[src/inc/sxa_regs.vh]
// constants for the stack and exclusive access execution block
// assumes inclusion by bare name from the monitor and core design files of the block
`ifndef SXA_REGS_VH
`define SXA_REGS_VH

// command opcodes
`define SXA_OP_W 3
`define SXA_OP_NONE 3'h0
`define SXA_OP_PUSH 3'h1
`define SXA_OP_POP 3'h2
`define SXA_OP_LDEX 3'h3
`define SXA_OP_STEX 3'h4
`define SXA_OP_CLEX 3'h5

// access sizes
`define SXA_SZ_BYTE 2'h0
`define SXA_SZ_HALF 2'h1
`define SXA_SZ_WORD 2'h2

// register numbers and stack geometry
`define SXA_IDX_PC 4'hf
`define SXA_WORD_BYTES 32'h00000004

// store exclusive status values
`define SXA_STAT_PASS 32'h00000000
`define SXA_STAT_FAIL 32'h00000001

// sequencer states
`define SXA_ST_IDLE 3'h0
`define SXA_ST_PSEL 3'h1
`define SXA_ST_PISSUE 3'h2
`define SXA_ST_PWAIT 3'h3
`define SXA_ST_LISSUE 3'h4
`define SXA_ST_LWAIT 3'h5
`define SXA_ST_XWAIT 3'h6
`define SXA_ST_FIN 3'h7

`endif

[src/verilog/sxa_scan.v]
// register list scanner: lowest, highest set bit and population count
// assumes a purely combinational use by the sequencer
`timescale 1ns/1ps
`default_nettype none

module sxa_scan (
  // list in
  input wire [15:0] mask,
  // scan results
  output wire [3:0] lowest,
  output wire [3:0] highest,
  output wire [4:0] count
);

  function [3:0] low_bit;
    input [15:0] m;
    integer i;
    begin
      low_bit = 4'h0;
      for (i = 15; i >= 0; i = i - 1) begin
        if (m[i]) begin
          low_bit = i[3:0];
        end
      end
    end
  endfunction

  function [3:0] high_bit;
    input [15:0] m;
    integer i;
    begin
      high_bit = 4'h0;
      for (i = 0; i < 16; i = i + 1) begin
        if (m[i]) begin
          high_bit = i[3:0];
        end
      end
    end
  endfunction

  function [4:0] pop_count;
    input [15:0] m;
    integer i;
    begin
      pop_count = 5'h00;
      for (i = 0; i < 16; i = i + 1) begin
        pop_count = pop_count + {4'h0, m[i]};
      end
    end
  endfunction

  assign lowest = low_bit(mask);
  assign highest = high_bit(mask);
  assign count = pop_count(mask);

endmodule // sxa_scan

`default_nettype wire

[src/verilog/sxa_monitor.v]
// local exclusive monitor: address and size of the last exclusive load
// assumes snoop strobes mark accesses by other masters
`timescale 1ns/1ps
`default_nettype none
`include "sxa_regs.vh"

module sxa_monitor (
  // clock and reset
  input wire mclk,
  input wire srst,
  // arm from exclusive load
  input wire set,
  input wire [31:0] set_addr,
  input wire [1:0] set_size,
  // disarm from store exclusive or clear
  input wire clear,
  // foreign access
  input wire snoop_valid,
  input wire [31:0] snoop_addr,
  // check for store exclusive
  input wire [31:0] chk_addr,
  input wire [1:0] chk_size,
  output wire hit
);

  reg valid_q;
  reg [31:0] addr_q;
  reg [1:0] size_q;
  wire snoop_hit;

  // foreign access to the watched word kills the reservation
  assign snoop_hit = snoop_valid && (snoop_addr[31:2] == addr_q[31:2]);

  always @(posedge mclk) begin
    if (srst) begin
      valid_q <= 1'b0;
      addr_q <= 32'h00000000;
      size_q <= `SXA_SZ_WORD;
    end else if (set) begin // RULE_23
      valid_q <= 1'b1;
      addr_q <= set_addr;
      size_q <= set_size;
    end else if (clear || snoop_hit) begin // RULE_15 RULE_23
      valid_q <= 1'b0;
    end
  end

  assign hit = valid_q && (addr_q == chk_addr) && (size_q == chk_size); // RULE_23

endmodule // sxa_monitor

`default_nettype wire

[src/verilog/sxa_core.v]
// stack transfer and exclusive access execution sequencer
// assumes a register file with combinational read and a req/ack memory port
//
// Summary of operation
// RULE_01: push is decrement-before, pop increment-after, on stack pointer with writeback.
// RULE_02: push puts lowest register at lowest address, highest at highest.
// RULE_03: push writes its highest address at stack pointer minus four.
// RULE_04: pop reads from stack pointer upward; pointer ends above last loaded word.
// RULE_05: after push the stack pointer holds the lowest stored address.
// RULE_06: pop with program counter branches at completion; bit 0 sets state bit.
// RULE_07: software keeps bit 0 of a popped program counter at one.
// RULE_08: lists hold no stack pointer; no program counter in push or with link.
// RULE_09: software gives a non-empty register list.
// RULE_10: conditional pop to program counter ends its conditional block.
// RULE_11: none of these operations changes the condition flags.
// RULE_12: exclusive loads read byte, halfword or word as selected.
// RULE_13: software pairs store exclusive with last exclusive load, same address, size.
// RULE_14: store exclusive status is 0 when stored, 1 when memory untouched.
// RULE_15: status 0 only if nobody else touched the location meanwhile.
// RULE_16: store exclusive to another address has no defined outcome.
// RULE_17: no program counter or stack pointer operands; status register distinct.
// RULE_18: word exclusive offsets are multiples of four in range.
// RULE_19: after clear exclusive the next store exclusive fails with status 1.
// RULE_20: software keeps exclusive pairs short.
// RULE_21: decrement-before store goes highest register first, downward.
// RULE_22: increment-after load goes lowest register first, upward.
// RULE_23: a local monitor holds address and size, cleared by store or clear.
// RULE_24: popped program counter branches with bit 0 forced to zero.
`timescale 1ns/1ps
`default_nettype none
`include "sxa_regs.vh"

module sxa_core (
  // clock and reset
  input wire mclk,
  input wire srst,
  // command port
  input wire cmd_valid,
  input wire [2:0] cmd_op,
  input wire [1:0] cmd_size,
  input wire [15:0] cmd_reglist,
  input wire [31:0] cmd_addr,
  input wire [3:0] cmd_rt,
  input wire [3:0] cmd_rd,
  input wire [31:0] cmd_wdata,
  output reg cmd_ready,
  output reg cmd_done,
  // register file
  output reg [3:0] rf_raddr,
  input wire [31:0] rf_rdata,
  output reg rf_we,
  output reg [3:0] rf_waddr,
  output reg [31:0] rf_wdata,
  // stack pointer
  input wire [31:0] sp_value,
  output reg sp_we,
  output reg [31:0] sp_wdata,
  // branch and status
  output reg branch_valid,
  output reg [31:0] branch_target,
  output reg tbit_we,
  output reg tbit_value,
  output reg flags_we,
  // memory port
  output reg mem_req,
  output reg mem_we,
  output reg [1:0] mem_size,
  output reg [31:0] mem_addr,
  output reg [31:0] mem_wdata,
  input wire mem_ack,
  input wire [31:0] mem_rdata,
  // foreign access snoop
  input wire snoop_valid,
  input wire [31:0] snoop_addr
);

  ////////////////////////////////////////////////////////////////////////////
  // state

  reg [2:0] state_q;
  reg [2:0] op_q;
  reg [15:0] mask_q;
  reg [31:0] addr_q;
  reg [31:0] sp_final_q;
  reg [3:0] idx_q;
  reg [3:0] dst_q;
  reg [1:0] size_q;
  reg pc_hit_q;
  reg [31:0] pc_data_q;

  wire [3:0] scan_lo;
  wire [3:0] scan_hi;
  wire [3:0] cmd_lo;
  wire [3:0] cmd_hi;
  wire [4:0] cmd_cnt;
  wire mon_hit;
  wire accept;
  wire mon_set;
  wire mon_clear;
  wire [15:0] mask_left;

  function [31:0] extend;
    input [31:0] data;
    input [1:0] size;
    begin
      if (size == `SXA_SZ_BYTE) begin
        extend = {24'h000000, data[7:0]};
      end else if (size == `SXA_SZ_HALF) begin
        extend = {16'h0000, data[15:0]};
      end else begin
        extend = data;
      end
    end
  endfunction

  function [31:0] words;
    input [4:0] n;
    begin
      words = {25'h0000000, n, 2'b00};
    end
  endfunction

  assign accept = cmd_valid && cmd_ready;
  assign mask_left = mask_q & ~(16'h0001 << idx_q);

  ////////////////////////////////////////////////////////////////////////////
  // list scanners

  sxa_scan u_scan_run (
    .mask(mask_left),
    .lowest(scan_lo),
    .highest(scan_hi),
    .count()
  );

  sxa_scan u_scan_cmd (
    .mask(cmd_reglist),
    .lowest(cmd_lo),
    .highest(cmd_hi),
    .count(cmd_cnt)
  );

  ////////////////////////////////////////////////////////////////////////////
  // exclusive monitor

  assign mon_set = (state_q == `SXA_ST_XWAIT) && mem_ack && !mem_we;
  assign mon_clear = accept && ((cmd_op == `SXA_OP_STEX) || (cmd_op == `SXA_OP_CLEX));

  sxa_monitor u_monitor (
    .mclk(mclk),
    .srst(srst),
    .set(mon_set),
    .set_addr(addr_q),
    .set_size(size_q),
    .clear(mon_clear),
    .snoop_valid(snoop_valid),
    .snoop_addr(snoop_addr),
    .chk_addr(cmd_addr),
    .chk_size(cmd_size),
    .hit(mon_hit)
  );

  ////////////////////////////////////////////////////////////////////////////
  // sequencer

  always @(posedge mclk) begin
    if (srst) begin
      state_q <= `SXA_ST_IDLE;
      op_q <= `SXA_OP_NONE;
      mask_q <= 16'h0000;
      addr_q <= 32'h00000000;
      sp_final_q <= 32'h00000000;
      idx_q <= 4'h0;
      dst_q <= 4'h0;
      size_q <= `SXA_SZ_WORD;
      pc_hit_q <= 1'b0;
      pc_data_q <= 32'h00000000;
      cmd_ready <= 1'b1;
      cmd_done <= 1'b0;
      rf_raddr <= 4'h0;
      rf_we <= 1'b0;
      rf_waddr <= 4'h0;
      rf_wdata <= 32'h00000000;
      sp_we <= 1'b0;
      sp_wdata <= 32'h00000000;
      branch_valid <= 1'b0;
      branch_target <= 32'h00000000;
      tbit_we <= 1'b0;
      tbit_value <= 1'b0;
      flags_we <= 1'b0;
      mem_req <= 1'b0;
      mem_we <= 1'b0;
      mem_size <= `SXA_SZ_WORD;
      mem_addr <= 32'h00000000;
      mem_wdata <= 32'h00000000;
    end else begin
      cmd_done <= 1'b0;
      rf_we <= 1'b0;
      sp_we <= 1'b0;
      branch_valid <= 1'b0;
      tbit_we <= 1'b0;
      flags_we <= 1'b0; // RULE_11
      case (state_q)
        `SXA_ST_IDLE: begin
          if (accept) begin
            op_q <= cmd_op;
            mask_q <= cmd_reglist;
            size_q <= cmd_size;
            dst_q <= cmd_rt;
            pc_hit_q <= 1'b0;
            cmd_ready <= 1'b0;
            if (cmd_op == `SXA_OP_PUSH) begin
              addr_q <= sp_value - `SXA_WORD_BYTES; // RULE_03
              sp_final_q <= sp_value - words(cmd_cnt); // RULE_01 RULE_05
              idx_q <= cmd_hi; // RULE_21
              state_q <= (cmd_reglist == 16'h0000) ? `SXA_ST_FIN : `SXA_ST_PSEL;
            end else if (cmd_op == `SXA_OP_POP) begin
              addr_q <= sp_value; // RULE_04
              sp_final_q <= sp_value + words(cmd_cnt); // RULE_01 RULE_04
              idx_q <= cmd_lo; // RULE_22
              state_q <= (cmd_reglist == 16'h0000) ? `SXA_ST_FIN : `SXA_ST_LISSUE;
            end else if (cmd_op == `SXA_OP_LDEX) begin
              addr_q <= cmd_addr;
              mem_req <= 1'b1;
              mem_we <= 1'b0;
              mem_size <= cmd_size; // RULE_12
              mem_addr <= cmd_addr;
              state_q <= `SXA_ST_XWAIT;
            end else if (cmd_op == `SXA_OP_STEX) begin
              addr_q <= cmd_addr;
              dst_q <= cmd_rd;
              if (mon_hit) begin // RULE_15 RULE_19 RULE_16
                mem_req <= 1'b1;
                mem_we <= 1'b1;
                mem_size <= cmd_size;
                mem_addr <= cmd_addr;
                mem_wdata <= cmd_wdata;
                state_q <= `SXA_ST_XWAIT;
              end else begin
                rf_we <= 1'b1; // RULE_14 RULE_19
                rf_waddr <= cmd_rd;
                rf_wdata <= `SXA_STAT_FAIL;
                state_q <= `SXA_ST_FIN;
              end
            end else begin
              state_q <= `SXA_ST_FIN;
            end
          end
        end
        `SXA_ST_PSEL: begin
          rf_raddr <= idx_q;
          state_q <= `SXA_ST_PISSUE;
        end
        `SXA_ST_PISSUE: begin
          mem_req <= 1'b1; // RULE_02
          mem_we <= 1'b1;
          mem_size <= `SXA_SZ_WORD;
          mem_addr <= addr_q;
          mem_wdata <= rf_rdata;
          state_q <= `SXA_ST_PWAIT;
        end
        `SXA_ST_PWAIT: begin
          if (mem_ack) begin
            mem_req <= 1'b0;
            mem_we <= 1'b0;
            mask_q <= mask_left;
            addr_q <= addr_q - `SXA_WORD_BYTES; // RULE_21
            idx_q <= scan_hi; // RULE_21
            state_q <= (mask_left == 16'h0000) ? `SXA_ST_FIN : `SXA_ST_PSEL;
          end
        end
        `SXA_ST_LISSUE: begin
          mem_req <= 1'b1;
          mem_we <= 1'b0;
          mem_size <= `SXA_SZ_WORD;
          mem_addr <= addr_q;
          state_q <= `SXA_ST_LWAIT;
        end
        `SXA_ST_LWAIT: begin
          if (mem_ack) begin
            mem_req <= 1'b0;
            if (idx_q == `SXA_IDX_PC) begin
              pc_hit_q <= 1'b1; // RULE_06
              pc_data_q <= mem_rdata;
            end else begin
              rf_we <= 1'b1; // RULE_02 RULE_22
              rf_waddr <= idx_q;
              rf_wdata <= mem_rdata;
            end
            mask_q <= mask_left;
            addr_q <= addr_q + `SXA_WORD_BYTES; // RULE_22
            idx_q <= scan_lo;
            state_q <= (mask_left == 16'h0000) ? `SXA_ST_FIN : `SXA_ST_LISSUE;
          end
        end
        `SXA_ST_XWAIT: begin
          if (mem_ack) begin
            mem_req <= 1'b0;
            mem_we <= 1'b0;
            rf_we <= 1'b1;
            rf_waddr <= dst_q;
            if (mem_we) begin
              rf_wdata <= `SXA_STAT_PASS; // RULE_14
            end else begin
              rf_wdata <= extend(mem_rdata, size_q); // RULE_12
            end
            state_q <= `SXA_ST_FIN;
          end
        end
        `SXA_ST_FIN: begin
          if ((op_q == `SXA_OP_PUSH) || (op_q == `SXA_OP_POP)) begin
            sp_we <= 1'b1; // RULE_01
            sp_wdata <= sp_final_q;
          end
          if (pc_hit_q) begin
            branch_valid <= 1'b1; // RULE_06
            branch_target <= {pc_data_q[31:1], 1'b0}; // RULE_24
            tbit_we <= 1'b1; // RULE_06
            tbit_value <= pc_data_q[0];
          end
          cmd_done <= 1'b1;
          cmd_ready <= 1'b1;
          state_q <= `SXA_ST_IDLE;
        end
        default: begin
          state_q <= `SXA_ST_IDLE;
        end
      endcase
    end
  end

endmodule // sxa_core

`default_nettype wire

[config.mk]
export PLATFORM = sky130hd
export DESIGN_NAME = sxa_core
export DESIGN_NICKNAME = d
export VERILOG_FILES = /design/src/verilog/sxa_scan.v /design/src/verilog/sxa_monitor.v /design/src/verilog/sxa_core.v
export VERILOG_INCLUDE_DIRS = /design/src /design/src/inc
export SDC_FILE = /design/constraint.sdc
export NUM_CORES = 1
export LEC_CHECK = 0
export ABC_AREA = 1
export ABC_CLOCK_PERIOD_IN_PS = 8770
export BUFFER_PORTS_ARGS = -buffer_cell sky130_fd_sc_hd__clkbuf_2
export CAP_MARGIN = 20
export CORE_MARGIN = 2
export CORE_UTILIZATION = 45
export CTS_BUF_LIST = sky130_fd_sc_hd__clkbuf_16
export DETAILED_ROUTE_END_ITERATION = 7
export PLACE_DENSITY = 0.73
export SYNTH_ARGS = -nofsm -noshare
export SYNTH_HDL_FRONTEND = slang
export SYNTH_SLANG_ARGS = --single-unit
[constraint.sdc]
create_clock -name mclk -period 8.77 [get_ports mclk]
set_input_delay 1.3155 -clock mclk [delete_from_list [all_inputs] [get_ports mclk]]
set_output_delay 1.3155 -clock mclk [all_outputs]
set_load 0.1 [all_outputs]
# Yosys cells after proc, flatten, opt, wreduce, memory -nomap -nowiden
# Cells that the tools add are included.
totals:
  in_bits: 226
  ff_bits: 341
  output_inout_bits: 180
  wordCells: 314
op_classes:
  reduce_logical: 47
  muxes: 176
  n_eq_ne: 38
  n_addsub: 20
  n_bitwise: 3
  shifts: 1
ops:
  columns: ["operator", "count"]
  rows:
  - ["$mux 32", 33]
  - ["$mux 4", 66]
  - ["$pmux 32 s3", 2]
  - ["$pmux 32 s2", 2]
  - ["$add 5x1->5", 14]
  - ["$sub 32x3->32 const B", 2]
  - ["$mux 3", 18]
  - ["$add 32x3->32 const B", 1]
  - ["$add 32x7->32", 1]
  - ["$eq 32x32->1", 1]
  - ["$logic_not 16->1", 2]
  - ["$mux 16", 2]
  - ["$pmux 16 s2", 1]
  - ["$sub 32x7->32", 1]
  - ["$mux 1", 31]
  - ["$eq 30x30->1", 1]
  - ["$mux 2", 12]
  - ["$ne 2x2->1 const B", 12]
  - ["$pmux 3 s8", 1]
  - ["$pmux 4 s3", 2]
  - ["$reduce_and 7->1", 3]
  - ["$eq 3x3->1 const B", 6]
  - ["$and 16x16->16", 1]
  - ["$not 16->16", 1]
  - ["other kinds (31)", 69]

# Longest topological paths before layout
depth:
  ltp_word: 21
  mapped_depth: 34
  depth_no_buf: 34

# Modules after synthesis
# Synthesis repeated with hierarchy kept, for this count alone.
hier_totals:
  hier_cells: 3334
  area_unflattened_um2: 21408.0
modules_own_cells:
  columns: ["mod", "cells_each", "seq_area_each_um2", "n_inst", "area_each_um2"]
  rows:
  - ["sxa_core", 2761, 6125.9, 1, 17883.4]
  - ["sxa_monitor", 364, 700.7, 1, 2195.9]
  - ["sxa_scan (u_scan_cmd)", 103, 0.0, 1, 683.2]
  - ["sxa_scan (u_scan_run)", 106, 0.0, 1, 645.6]

# Least setup slack after synthesis
# OpenSTA, ideal clock, no wires.
synth_timing:
  path_kind: "input to register"
  from: "input cmd_reglist[1]"
  to: "register sp_final_q[21]"
  t_required_ns: 8.655
  path_stages: 25
  slack_ns: 1.748
  setup_ns: 0.115
  arrival_ns: 6.906
  path_buffers: 0
  path_cell_list: "inv_1 ha_1 inv_1 fa_1 fa_1 fa_1 fa_1 fa_1 fa_1 ha_1 nand2_1 o21ai_0 ha_1 a21oi_1 inv_1 a31oi_1 a21boi_0 inv_1 nand2_1 nand2_1 nand2_1 nand2_1 xor2_1 o21ai_0 inv_1"
synth_via:
  elab_chain_cells: 18
  elab_cells_between_ends: 19
  cone_classes: "17 x add/sub; 2 x mux"
synth_lines:
  columns: ["item", "line_no", "rtl"]
  rows:
  - ["from (decl)", "sxa_core.v:41", "input wire [15:0] cmd_reglist,"]
  - ["$add 1x1->2 (*)", "sxa_scan.v:47", "pop_count = pop_count + {4'h0, m[i]};"]
  - ["$add 5x1->5 (*) (14 in series)", "sxa_scan.v:47", null]
  - ["$add 32x7->32", "sxa_core.v:219", "sp_final_q <= sp_value + words(cmd_cnt);"]
  - ["$mux 32", "sxa_core.v:217", "end else if (cmd_op == `SXA_OP_POP) begin"]
  - ["$mux 32 (*)", "sxa_core.v:212", "if (cmd_op == `SXA_OP_PUSH) begin"]
  - ["to (signal assigned)", "sxa_core.v:214", "sp_final_q <= sp_value - words(cmd_cnt);"]
  - ["to (signal assigned)", "sxa_core.v:219", null]
  - ["to (decl)", "sxa_core.v:84", "reg [31:0] sp_final_q;"]
# Every way passes the cells marked *; elsewhere a longest branch is shown, timed or not. The select of a mux whose other input is x is not followed.
# A chain may end at the register's enable or synchronous reset.

# Worst setup path in the final report
layout_timing:
  from: "input cmd_reglist[0]"
  to: "register sp_final_q[21]"
# The elaborated chain is that of the path after synthesis.

==> metrics.csv <==
stage,metric,value,unit
status,status,"complete, no violations",
timing,tightest_slew,1.03,ns
logic_synthesis,seq_area_frac_synth,33.9,%
timing,finalSetupViolations,0,
cts,ctsRootBufferMaster,clkbuf_16,
logic_synthesis,synthCells,2994,
critical_path,crit_type,primary input to flip-flop,
timing,slew-limit-headroom,31.2,%
global_route,grt_pass1_vias,19100,
logic_synthesis,synth-seq-cells,341,
timing,setup_ws,1.51,ns
hold_path,hold_path_class,flip-flop to flip-flop,
timing,hold_ws,0.456,ns
layout,n_fill_cell,4492,
critical_path,worst_setup_path_start_kind,primary input,
critical_path,crit_path_max_incr_delay,0.51,ns
logic_synthesis,synth_ff_type,dfxtp_1,
timing,fin_tns_setup,0,ns
logic_synthesis,synth_area,20100,µm²
die,die_height,215,µm
global_route,grt_antenna_before_repair,9,
layout,nNetsFinal,3617,
cts,clk_pin_slew,0.06,ns
cts,clock_sinks,341,
logic_synthesis,synth-edff-count,0,
layout,area_delta_synth_final,17.4,%
drt,via_per_inst,5.39,
logic_synthesis,synth_most_common_cell,nand2_1,
drt,finalWirelength,69300,µm
global_route,overflow,0,
layout,multi_input_area,11500,µm²
layout,regArea,6830,µm²
timing,timing.fmax,138,MHz
cts,cts_buffers,39,
logic_synthesis,yosys.area.top_type,dfxtp_1,
timing,layout_min_cycle_time,7.26,ns
placement,dp_hpwl,52100,µm
cts,cts_resized,0,
layout,drive_gt1_share,17.5,%
cts,postCtsSetupRepairBufs,0,
global_route,grt_pass1_wl,106000,µm
placement,place_congestion,0.962,
logic_synthesis,synth_top_area_share,33.9,%
drt,drt_iter0_drc,1990,
logic_synthesis,synth-warning-count,0,
logic_synthesis,synth_top_cells_by_count,"nand2_1, nor2_1, dfxtp_1",
die,core_area,44100,µm²
power,finalPower,9.02,mW
timing,fin_crit_sh,82.8,%
power,peakVddDrop,0.000278,V
drt,first_pass_iters,6,
drt,vias,21200,
cts,cts.path.max_buffers,3,
drt,antenna_left,0,
logic_synthesis,synthArstFlopShare,0,%
flow_run,maxCapViolCount,0,
die,row_count,77,
cts,cts_tree,built,
drt,avgRoutedWirePerCell,17.6,µm
timing,hold_viol_final,0,
die,design.die.area,46400,µm²
drt,drc,0,
timing,maxSlewViolCount,0,
placement,pre_cts_ws,0.976,ns
layout,finalNonFillerCells,3936,
power,p_leak,11.2,nW
cts,ctsHoldBuffers,0,
timing,rsz0062_at_grt,false,
critical_path,cp.arrival,7.71,ns
cts,clock_latency,0.56,ns
timing,finClkSkew,0.0175,ns
critical_path,critPathMaxFanout,4,
logic_synthesis,avgSynthCellArea,6.72,µm²
critical_path,required,9.22,ns
die,num_io_pins,406,
power,powerDensity,382,nW/µm²
cts,cts_max_level,2,
global_route,grt_usage,28.8,%
die,start_util,45.6,%
critical_path,crit_top_cell,fa_1,
global_route,grt_max_degree,123,
critical_path,cpMaxStageDelayCell,fa_1,
placement,dp.cells,3860,
logic_synthesis,synthTopCellsByArea,"dfxtp_1, nand2_1, o21ai_0",
critical_path,cp-end-kind,flip-flop,
placement,io_buffers,401,
logic_synthesis,ys_types,63,
die,die_x,215,µm
worst paths after layout:
kind | slack [ns] | from | cells after the start | to
worst max-delay path | 1.51 | cmd_reglist[0] | 29 | sp_final_q[21]
worst min-delay path | 0.46 | sp_final_q[13] | 2 | sp_wdata[13]
worst max register to register | 4.96 | state_q[2] | 16 | addr_q[26]
worst min register to register | 0.46 | sp_final_q[13] | 2 | sp_wdata[13]
logic make-up (layout without fill, tap and decap cells):
group,Yosys count,in the layout,synth area share (%)
XOR/XNOR,66,66,2.87
AND/OR/NAND/NOR,1218,1218,25.5
flip-flops,341,341,33.9
buffers and inverters,455,798,9.14
adder cells (fa/ha/maj),81,81,5.49
AO/OA/AOI/OAI,832,832,23.0
other,1,8,0.0186
critical path, delay by kind of cell:
| family | cells | cell delay, ns |
|---|---|---|
| adder cells (fa/ha/maj) | 9 | 3.57 |
| AO/OA/AOI/OAI | 6 | 1.30 |
| AND/OR/NAND/NOR | 6 | 0.56 |
| XOR/XNOR | 2 | 0.45 |
| buffers and inverters | 6 | 0.53 |
report_power, final:
part,switching [mW],total [mW],internal [mW]
Combinational,3.85,5.35,1.50
Sequential,0.238,2.08,1.84
Clock,0.684,1.59,0.902
Total,4.77,9.02,4.24
per-layer routing:
layer  vias to the layer above  global-route usage, %  part of all wire [%]
met5                         -                      0                 0.063
met4                         6                   10.9                   3.7
met3                       138                   6.77                   9.3
met2                       856                   44.0                    43
met1                      9609                   39.4                    44
li1                      10600                      -                     -
flip-flops by register name, summed over array words and instances, names as in the netlist, 2 cells and up:
register / cells
size_q: 2
mem_size: 2
pc_data_q: 32
rf_wdata: 32
branch_target: 31
sp_final_q: 32
sp_wdata: 32
op_q: 3
dst_q: 4
rf_waddr: 4
mem_wdata: 32
mask_q: 16
mem_addr: 32
rf_raddr: 4
state_q: 3
idx_q: 4
u_monitor.size_q: 2
addr_q: 32
u_monitor.addr_q: 32
through the flow:
step / util, % / area [µm²]
6_report: 53.5 / 23600
5_1_grt: 53.5 / 23600
4_1_cts: 53.4 / 23600
3_5_place_dp: 50.6 / 22300
3_3_place_gp: 50.6 / 22300
2_1_floorplan: - / 20100
placed cells by master, fill, tap and decap left out, types with 7 or more instances in the layout:
cell       synthesis  final
a21o_1             9      9
a21oi_1          319    319
a21oi_2           31     31
a221oi_1           7      7
a31oi_1           23     23
buf_4              9     19
clkbuf_16          0     39
clkbuf_2           0    400
clkinv_1           2      8
dfxtp_1          341    341
fa_1              12     12
ha_1              69     69
inv_1            292    298
inv_2             13     13
nand2_1          575    574
nand2_2           32     33
nand3_1          140    140
nand4_1           56     56
nor2_1           358    357
nor3_1            21     20
nor4_1            12     12
o211ai_1          40     40
o21ai_0          338    338
o21ai_1           16     15
o22ai_1            9      9
or2_2              8      8
xnor2_1           26     26
xor2_1            40     40
layout make-up:
class	instances	share of cell area [%]
well taps	592	3.14
repair buffers	421	9.25
inverters	308	4.91
diodes	6	0.0636
flip-flops and latches	341	28.9
clock inverters	30	1.02
clock buffers	39	4.13
multi-input cells	2199	48.6
Note: power is estimated with default switching activity, not from simulation.
